$ cat config.mk
export PLATFORM = sky130hd
export DESIGN_NAME = flash_bus_bank_access
export DESIGN_NICKNAME = d
export VERILOG_FILES = /design/src/flash_bank_decode.v /design/src/flash_bank_mem.v /design/src/flash_bus_bank_access.v
export VERILOG_INCLUDE_DIRS = /design/src
export SDC_FILE = /design/constraint.sdc
export NUM_CORES = 2
export LEC_CHECK = 0
export BUFFER_PORTS_ARGS = -buffer_cell sky130_fd_sc_hd__buf_2
export CORE_MARGIN = 5
export CORE_UTILIZATION = 40
export DETAILED_ROUTE_END_ITERATION = 8
export HOLD_SLACK_MARGIN = 0.1
export PLACE_DENSITY_LB_ADDON = 0.3
export SLEW_MARGIN = 25
export SYNTH_ARGS = -nofsm -noshare
export SYNTH_HDL_FRONTEND = slang
export SYNTH_SLANG_ARGS = --single-unit
$ cat constraint.sdc
create_clock -name core_clk -period 11.95 [get_ports core_clk]
set_input_delay 2.39 -clock core_clk [delete_from_list [all_inputs] [get_ports core_clk]]
set_output_delay 2.39 -clock core_clk [all_outputs]
set_load 0.01 [all_outputs]
$ cat src/flash_bank_defines.vh
// constants for the dual-bank flash bus front end
`ifndef FLASH_BANK_DEFINES_VH
`define FLASH_BANK_DEFINES_VH
`define ADDR_W 20
`define WORD_ADDR_W 19
`define DATA_W 32
`define HALF_W 16
`define ID_W 8
// command codes seen on the low data byte
`define CMD_UNLOCK1 8'hAA
`define CMD_UNLOCK2 8'h55
`define CMD_AUTOSEL 8'h90
`define CMD_PROGRAM 8'hA0
`define CMD_BYPASS 8'h20
`define CMD_BYPASS_EXIT 8'h00
`define CMD_ERASE 8'h80
`define CMD_SECT_ERASE 8'h30
`define CMD_CHIP_ERASE 8'h10
`define CMD_SUSPEND 8'hB0
`define CMD_RESUME 8'h30
`define CMD_RESET 8'hF0
`define CMD_CFI 8'h98
`define CMD_PWD 8'h38
`define CMD_LOCKPROG 8'hC0
// autoselect internal register codes
`define ID_MFR_ADDR 8'h00
`define ID_DEV_ADDR 8'h01
`define ID_BOOT_ADDR 8'h0F
`define ID_LOCK_ADDR 8'h02
// embedded operation length in clock cycles
`define OP_CYCLES 16'h0040
`define SECT_SHIFT 15
`define SECT_W 4
`endif

$ cat src/flash_bank_decode.v
// bank decoding and boot-block guard decoding
`timescale 1ns/1ps
`include "flash_bank_defines.vh"
module flash_bank_decode (
	input wire topBoot,
	input wire [1:0] highBits,
	input wire [`SECT_W-1:0] sector,
	output wire bank2,
	output wire smallBank,
	output wire bootGuard
);
	// top: 00 bank1, else bank2; bottom: 11 bank2 only
	assign bank2 = topBoot ? (highBits != 2'h0) : (highBits == 2'h3);
	// top: bank1 small; bottom: bank2 small
	assign smallBank = topBoot ? ~bank2 : bank2;
	// two outermost sectors of the boot end
	assign bootGuard = topBoot ? (sector >= 4'hE) : (sector <= 4'h1);
endmodule

$ cat src/flash_bank_mem.v
// little array model: word storage with registered read data
`timescale 1ns/1ps
module flash_bank_mem #(
	parameter AW = 6,
	parameter DW = 32
) (
	input wire core_clk,
	input wire ce,
	input wire wrEn,
	input wire [AW-1:0] wrAddr,
	input wire [DW-1:0] wrData,
	input wire [AW-1:0] rdAddr,
	output reg [DW-1:0] rdData
);
	reg [DW-1:0] cells [0:(1<<AW)-1];

	always @(posedge core_clk) begin
		if (ce) begin
			if (wrEn) begin
				cells[wrAddr] <= wrData;
			end
			rdData <= cells[rdAddr];
		end
	end
endmodule

$ cat src/flash_bus_bank_access.v
// flash bus front end: read/write decoding, command sequencer, banks
`timescale 1ns/1ps
`include "flash_bank_defines.vh"
module flash_bus_bank_access #(
	parameter MEM_AW = 6,
	parameter OP_LEN = `OP_CYCLES
) (
	input wire core_clk,
	input wire sys_rst,
	input wire clkEn,
	input wire hwReset_n,
	input wire chipSel_n,
	input wire outGate_n,
	input wire writeStrobe_n,
	input wire wideBus,
	input wire topBoot,
	input wire writeProtect_n,
	input wire accel_voltage_pin,
	input wire secured_otp_sector,
	input wire [`ADDR_W-1:0] addr,
	input wire [`DATA_W-1:0] dataIn,
	output reg [`DATA_W-1:0] dataOut,
	output reg [`DATA_W-1:0] dataOe,
	output reg readyBusy,
	output reg bypassMode,
	output reg idMode,
	output reg eraseSuspended,
	output reg simulDisabled
);
	// ----------------------------------------
	// states
	// ----------------------------------------
	localparam S_READ = 7'h01;
	localparam S_UL1 = 7'h02;
	localparam S_UL2 = 7'h04;
	localparam S_PROG = 7'h08;
	localparam S_ER1 = 7'h10;
	localparam S_ER2 = 7'h20;
	localparam S_ER3 = 7'h40;

	reg [6:0] state;
	reg [6:0] next_state;
	reg busy;
	reg busyBank2;
	reg erasing;
	reg [15:0] opCount;
	reg [15:0] eraseMask;
	reg [`SECT_W-1:0] suspSector;
	reg [15:0] lockPersist;
	reg [15:0] lockDynamic;
	reg cfiMode;
	reg pwdMode;
	reg lockOp;
	reg prevWrite;
	reg [`WORD_ADDR_W-1:0] rdWord;
	reg rdHalfHi;
	reg [`DATA_W-1:0] progData;
	reg [`WORD_ADDR_W-1:0] progAddr;

	// ----------------------------------------
	// address and data shaping
	// ----------------------------------------
	// in half-word mode addr[0] is the extra low bit, word address above it
	wire [`WORD_ADDR_W-1:0] wordAddr = wideBus ? addr[`WORD_ADDR_W-1:0] :
		addr[`ADDR_W-1:1];
	wire halfHi = ~wideBus & addr[0];
	wire [1:0] highBits = wordAddr[`WORD_ADDR_W-1:`WORD_ADDR_W-2];
	wire [`SECT_W-1:0] sector = wordAddr[`WORD_ADDR_W-1:`SECT_SHIFT];
	wire [7:0] cmd = dataIn[7:0];
	wire writeCyc = ~chipSel_n & ~writeStrobe_n & outGate_n;
	wire readCyc = ~chipSel_n & ~outGate_n & writeStrobe_n;
	wire writeEdge = writeCyc & ~prevWrite;
	wire bank2;
	wire smallBank;
	wire bootGuard;
	wire [`DATA_W-1:0] memRd;
	wire progFire = writeEdge & (state == S_PROG) & ~busy;
	wire guarded = (bootGuard & ~writeProtect_n) | lockDynamic[sector] | lockPersist[sector];
	wire memWr = busy & (opCount == 16'h0001) & ~erasing;

	flash_bank_decode u_decode (
		.topBoot(topBoot),
		.highBits(highBits),
		.sector(sector),
		.bank2(bank2),
		.smallBank(smallBank),
		.bootGuard(bootGuard)
	);

	flash_bank_mem #(.AW(MEM_AW), .DW(`DATA_W)) u_mem (
		.core_clk(core_clk),
		.ce(clkEn),
		.wrEn(memWr),
		.wrAddr(progAddr[MEM_AW-1:0]),
		.wrData(progData),
		.rdAddr(wordAddr[MEM_AW-1:0]),
		.rdData(memRd)
	);

	// pads a half word with all-ones in the other half for 16-bit programming
	function [`DATA_W-1:0] mergeHalf;
		input hi;
		input [`HALF_W-1:0] half;
		begin
			mergeHalf = hi ? {half, {`HALF_W{1'b1}}} : {{`HALF_W{1'b1}}, half};
		end
	endfunction

	// ----------------------------------------
	// command sequencer
	// ----------------------------------------
	always @* begin
		next_state = state;
		if (writeEdge) begin
			case (state)
				S_READ: begin
					if (bypassMode && cmd == `CMD_PROGRAM) next_state = S_PROG;
					else if (cmd == `CMD_UNLOCK1) next_state = S_UL1;
				end
				S_UL1: next_state = (cmd == `CMD_UNLOCK2) ? S_UL2 : S_READ;
				S_UL2: begin
					case (cmd)
						`CMD_PROGRAM: next_state = S_PROG;
						`CMD_ERASE: next_state = S_ER1;
						default: next_state = S_READ;
					endcase
				end
				S_PROG: next_state = S_READ;
				S_ER1: next_state = (cmd == `CMD_UNLOCK1) ? S_ER2 : S_READ;
				S_ER2: next_state = (cmd == `CMD_UNLOCK2) ? S_ER3 : S_READ;
				S_ER3: next_state = S_READ;
				default: next_state = S_READ;
			endcase
		end
	end

	always @(posedge core_clk) begin
		if (sys_rst || !hwReset_n) begin
			// both resets abort and return to array read
			state <= S_READ;
			busy <= 1'b0;
			busyBank2 <= 1'b0;
			erasing <= 1'b0;
			opCount <= 16'h0000;
			eraseMask <= 16'h0000;
			suspSector <= {`SECT_W{1'b0}};
			lockDynamic <= 16'h0000;
			cfiMode <= 1'b0;
			pwdMode <= 1'b0;
			lockOp <= 1'b0;
			prevWrite <= 1'b0;
			bypassMode <= 1'b0;
			idMode <= 1'b0;
			eraseSuspended <= 1'b0;
			progAddr <= {`WORD_ADDR_W{1'b0}};
			progData <= {`DATA_W{1'b0}};
		end else if (clkEn) begin
			prevWrite <= writeCyc;
			state <= next_state;
			if (accel_voltage_pin) begin
				bypassMode <= 1'b1;
			end
			if (writeEdge) begin
				if (state == S_UL2) begin
					if (cmd == `CMD_AUTOSEL) idMode <= 1'b1;
					if (cmd == `CMD_BYPASS) bypassMode <= 1'b1;
					if (cmd == `CMD_PWD) pwdMode <= 1'b1;
					if (cmd == `CMD_LOCKPROG) lockOp <= 1'b1;
				end
				if (state == S_READ) begin
					if (cmd == `CMD_CFI) cfiMode <= 1'b1;
					if (cmd == `CMD_RESET) begin
						idMode <= 1'b0;
						cfiMode <= 1'b0;
						pwdMode <= 1'b0;
						lockOp <= 1'b0;
					end
					if (bypassMode && cmd == `CMD_BYPASS_EXIT && !accel_voltage_pin)
						bypassMode <= 1'b0;
					if (cmd == `CMD_SUSPEND && busy && erasing) begin
						busy <= 1'b0;
						eraseSuspended <= 1'b1;
					end
					if (cmd == `CMD_RESUME && eraseSuspended && !busy) begin
						busy <= 1'b1;
						eraseSuspended <= 1'b0;
					end
				end
				// sector erase starts on the first sector command; only one sector per erase
				if (state == S_ER3 && !busy) begin
					erasing <= 1'b1;
					busy <= 1'b1;
					opCount <= OP_LEN[15:0];
					busyBank2 <= bank2;
					if (cmd == `CMD_CHIP_ERASE) eraseMask <= 16'hFFFF;
					else if (!guarded) eraseMask <= eraseMask | (16'h0001 << sector);
					suspSector <= sector;
				end
			end
			// programming: 32-bit word or merged 16-bit half word
			if (progFire && !guarded && !(eraseSuspended && sector == suspSector)) begin
				busy <= 1'b1;
				erasing <= 1'b0;
				opCount <= OP_LEN[15:0];
				busyBank2 <= bank2;
				progAddr <= wordAddr;
				progData <= wideBus ? dataIn : mergeHalf(halfHi, dataIn[`HALF_W-1:0]);
			end
			if (busy && opCount != 16'h0000) begin
				opCount <= opCount - 16'h0001;
				if (opCount == 16'h0001) begin
					busy <= 1'b0;
					erasing <= 1'b0;
					eraseMask <= 16'h0000;
					lockOp <= 1'b0;
				end
			end
		end
	end

	// ----------------------------------------
	// read path and pin drive
	// ----------------------------------------
	// a busy bank returns status; simultaneous access off under query/password
	wire bankBlocked = busy & ((bank2 == busyBank2) | simulDisabled);
	wire [`DATA_W-1:0] status = {{(`DATA_W-1){1'b0}}, ~busy};
	reg [`DATA_W-1:0] next_dataOut;
	reg [`DATA_W-1:0] rawWord;

	always @* begin
		rawWord = memRd;
		if (idMode) begin
			case (wordAddr[7:0])
				`ID_LOCK_ADDR: rawWord = {30'h0, lockDynamic[sector], lockPersist[sector]};
				`ID_BOOT_ADDR: rawWord = {31'h0, ~topBoot};
				default: rawWord = {24'h0, wordAddr[7:0] ^ 8'h5A}; // arbitrary id codes
			endcase
			rawWord = {24'h0, rawWord[7:0]};
		end else if (lockOp && smallBank) begin
			rawWord = status;
		end else if (bankBlocked && !secured_otp_sector) begin
			rawWord = status;
		end else if (bankBlocked) begin
			rawWord = status;
		end
		next_dataOut = (halfHi) ? {16'h0, rawWord[31:16]} : rawWord;
	end

	always @(posedge core_clk) begin
		if (sys_rst || !hwReset_n) begin
			dataOut <= 32'h0000_0000;
			dataOe <= 32'h0000_0000;
			readyBusy <= 1'b1;
			simulDisabled <= 1'b0;
			lockPersist <= 16'h0000;
			rdWord <= {`WORD_ADDR_W{1'b0}};
			rdHalfHi <= 1'b0;
		end else if (clkEn) begin
			rdWord <= wordAddr;
			rdHalfHi <= halfHi;
			dataOut <= next_dataOut;
			dataOe[15:0] <= {16{readCyc}};
			dataOe[31:16] <= {16{readCyc & wideBus}};
			readyBusy <= ~busy;
			simulDisabled <= cfiMode | pwdMode;
			if (lockOp && memWr) lockPersist[progAddr[`WORD_ADDR_W-1:`SECT_SHIFT]] <= 1'b1;
		end
	end
endmodule

==> reports/results.tsv <==
metric	value	unit
outcome	finished clean	
Setup CP Type	input port to register	
placed inst area	90700	um2
first-pass GRT wire length	322000	um
Seq/Total Area, Yosys	75.4	%
switching power	3300	uW
layout cells sized above 1	25.6	%
Post-DP HPWL	117000	um
GP Congestion	0.825	
Clk pwr share	42.0	%
initial core utilization	40.2	%
GRT Total Usage	19.8	%
largest net degree at the start of global routing	105	
slew of the pin with the lowest slew margin	1.21	ns
Max Cap Viol	0	
crit share post-route	54.5	%
Finish-stage setup viols	0	
via count	44600	
Vias/cell	5.83	
Fin. Hold Viols	0	
syn avg cell area	19.4	um2
Seq pwr share	54.0	%
Resize count post-CTS	0	
CTS sink cnt	2211	
area grow syn2layout	13.0	%
Core Area	215000	um2
Slew headroom	18.6	%
final net count	4695	
Comb pwr share	4.0	%
cell mode on critical path	a211oi_1	
Starting DRT DRC Count	5178	
fmax	153	MHz
TritonCTS clock tree	done	
Critical Path RT	12.49	ns
CP arrival	7.06	ns
number of synthesized flops with an enable pin	2080	
Net Count, Synth	4513	
P_int	12200	uW
Clock Latency Late Sink	0.84	ns
Die X	474	um
Post-synth ARST share	0	%
Routed Antenna Nets	0	
Die ar.	225000	um2
most frequent cells in the layout	2080 x edfxtp_1, 512 x mux4_2, 346 x nand2_1, 217 x clkbuf_16, 158 x a211oi_1	
final WL	226000	um
Cells after Synth	4446	
RSZ-0062 raised after global routing	no	
Crit path largest cell delay	1.03	ns
yosys warns	0	
initial antenna violation count	4	
# fillers	17900	
clock transition at the registers of the reported paths	0.06	ns
crit path max-delay cell type	a211oi_1	
DRC Markers	0	
Worst setup EP type	register	
post-route cell area	97500	um2
setup TNS	0	ns
Synth cell types	79	
DR pass1 iterations	6	
Layout Skew	0.0326	ns
root buffer selected by CTS	clkbuf_16	
switch share	21.3	%
synthesis-stage register bit count	2211	
Site Rows	170	
CP Cell Sequence	buf_2 -> buf_4 -> mux2_8 -> buf_12 -> mux4_2 -> and2_1 -> a211oi_1 -> a311oi_1 -> a211oi_1 -> a21oi_1	
drt wl/cell	29.5	um
Worst Hold Class	register to register	
Pleak	0.0353	uW
vias in the first global route	44500	
synthesized cell area	86300	um2
die height	474	um
CTS HTree Levels	4	
commonest non-fill, non-tap cell in the layout	edfxtp_1	
Cell Pwr Density	159	nW/um2
dominant synthesized flop cell	edfxtp_1	
reg2reg setup slack	7.10	ns
critical path startpoint category	input port	
maximum VDD drop	0.106	mV
gr ovfl total	0	
min cycle time layout	6.52	ns
IO Pins	133	
I/O Buffers	125	
Max Root-Sink Buffers	3	
Post-CTS Setup Inserts	0	
Hold-fix buffers, CTS	0	
CTS buffer count	213	
critical-path maximum fanout	91	
fin. max-slew vios	0	
Yosys cell counts (5+ instances only):
cell type | count | area, um2
buf_1 | 13 | 48.8
nand3b_1 | 8 | 60.1
mux2_2 | 8 | 90.1
xor2_1 | 9 | 78.8
a22oi_1 | 19 | 143
nor4_1 | 8 | 50.1
nand2_1 | 346 | 1300
mux4_2 | 512 | 11500
edfxtp_1 | 2080 | 62500
a21oi_1 | 133 | 666
xnor2_1 | 8 | 70.1
nor3b_1 | 7 | 52.6
buf_6 | 18 | 203
and3_1 | 5 | 31.3
and2_1 | 134 | 838
nor3_1 | 41 | 205
a311oi_1 | 66 | 578
o22ai_1 | 11 | 68.8
mux2i_1 | 15 | 150
o21ai_0 | 17 | 85.1
inv_1 | 8 | 30.0
a211oi_1 | 165 | 1240
o21ai_1 | 6 | 30.0
nor2b_1 | 11 | 68.8
a31oi_1 | 71 | 444
nand3_1 | 28 | 140
dfxtp_1 | 131 | 2620
clkbuf_1 | 127 | 477
buf_4 | 63 | 473
nor2_1 | 201 | 754
buf_2 | 86 | 430
o221ai_1 | 8 | 70.1
worst paths after layout:
path,startpoint,endpoint,cells past startpoint
setup reg to reg,opCount[6]$_SDFFE_PP0P_,u_mem.cells[49][20]$_DFFE_PP_,8
setup / recovery,wideBus,u_mem.rdData[23]$_DFFE_PP_,10
hold reg to reg,dataOut[14]$_SDFFE_PP0P_,dataOut[14]$_SDFFE_PP0P_,2
hold / removal,dataOut[14]$_SDFFE_PP0P_,dataOut[14]$_SDFFE_PP0P_,2
layout make-up:
| type | instances | area, um2 | share of cell area, % |
|---|---|---|---|
| Sequential cell | 2211 | 65100 | 66.8 |
| Clock inverter | 128 | 1020 | 1.04 |
| Multi-Input combinational cell | 1917 | 20200 | 20.7 |
| Inverter | 10 | 37.5 | 0.0385 |
| Clock buffer | 272 | 5710 | 5.85 |
| Antenna cell | 3 | 7.51 | 0.00770 |
| Tap cell | 2838 | 3550 | 3.64 |
| Timing Repair Buffer | 275 | 1850 | 1.90 |
kinds of logic (layout without fill, tap and decap cells):
group / Yosys count / after routing / share of synthesized area, %
mux: 539 / 539 / 13.7
other cells: 0 / 3 / 0
compound gates: 531 / 531 / 4.25
xor+xnor: 18 / 18 / 0.191
fa+ha+maj: 4 / 4 / 0.0566
simple gates: 825 / 825 / 4.42
buf+inv: 318 / 685 / 1.94
flops: 2211 / 2211 / 75.4
power groups by stage:
stage                     logic [uW]  clock network (uW)  registers, uW
after global placement           624                   0           8540
after global routing             654                6970           8360
after CTS                        626                6630           8370
after floorplan                  386                   0           8530
final                            622                6520           8370
after detailed placement         624                   0           8540
registers in the layout (all words and copies together) (netlist names), 2 cells and up:
name,count
dataOe,2
dataOut,32
lockPersist,16
opCount,16
progAddr,10
progData,32
state,7
suspSector,4
u_mem.cells,2048
u_mem.rdData,32
stage by stage:
step | setup WS (ns) | total power [uW] | cells | hold slack (ns) | util, %
6_report | 5.43 | 15500 | 7654 | 0.463 | 45.4
5_1_grt | 5.25 | 16000 | 7653 | 0.486 | 45.4
4_1_cts | 5.52 | 15600 | 7651 | 0.466 | 45.4
3_5_place_dp | 4.63 | 9160 | 7251 | 0.456 | 42.3
3_3_place_gp | 4.60 | 9160 | 7251 | 0.451 | 42.3
2_1_floorplan | 6.78 | 8910 | 4446 | 0.436 | -
metal layers:
| metal | vias to the layer above | GRT usage (%) | routed length [um] |
|---|---|---|---|
| li1 | 18500 | - | - |
| met1 | 23900 | 27.6 | 92700 |
| met2 | 1879 | 32.2 | 109000 |
| met3 | 284 | 4.03 | 19200 |
| met4 | 0 | 4.95 | 5140 |
| met5 | - | 0 | 0 |
critical path: cells and delay by family:
| family | cells | cell delay, ns |
|---|---|---|
| buffers and inverters | 3 | 1.09 |
| multiplexers | 2 | 1.39 |
| AND/OR/NAND/NOR | 1 | 0.17 |
| AO/OA/AOI/OAI | 4 | 1.70 |
No activity file was read; power rests on OpenSTA's default activity.
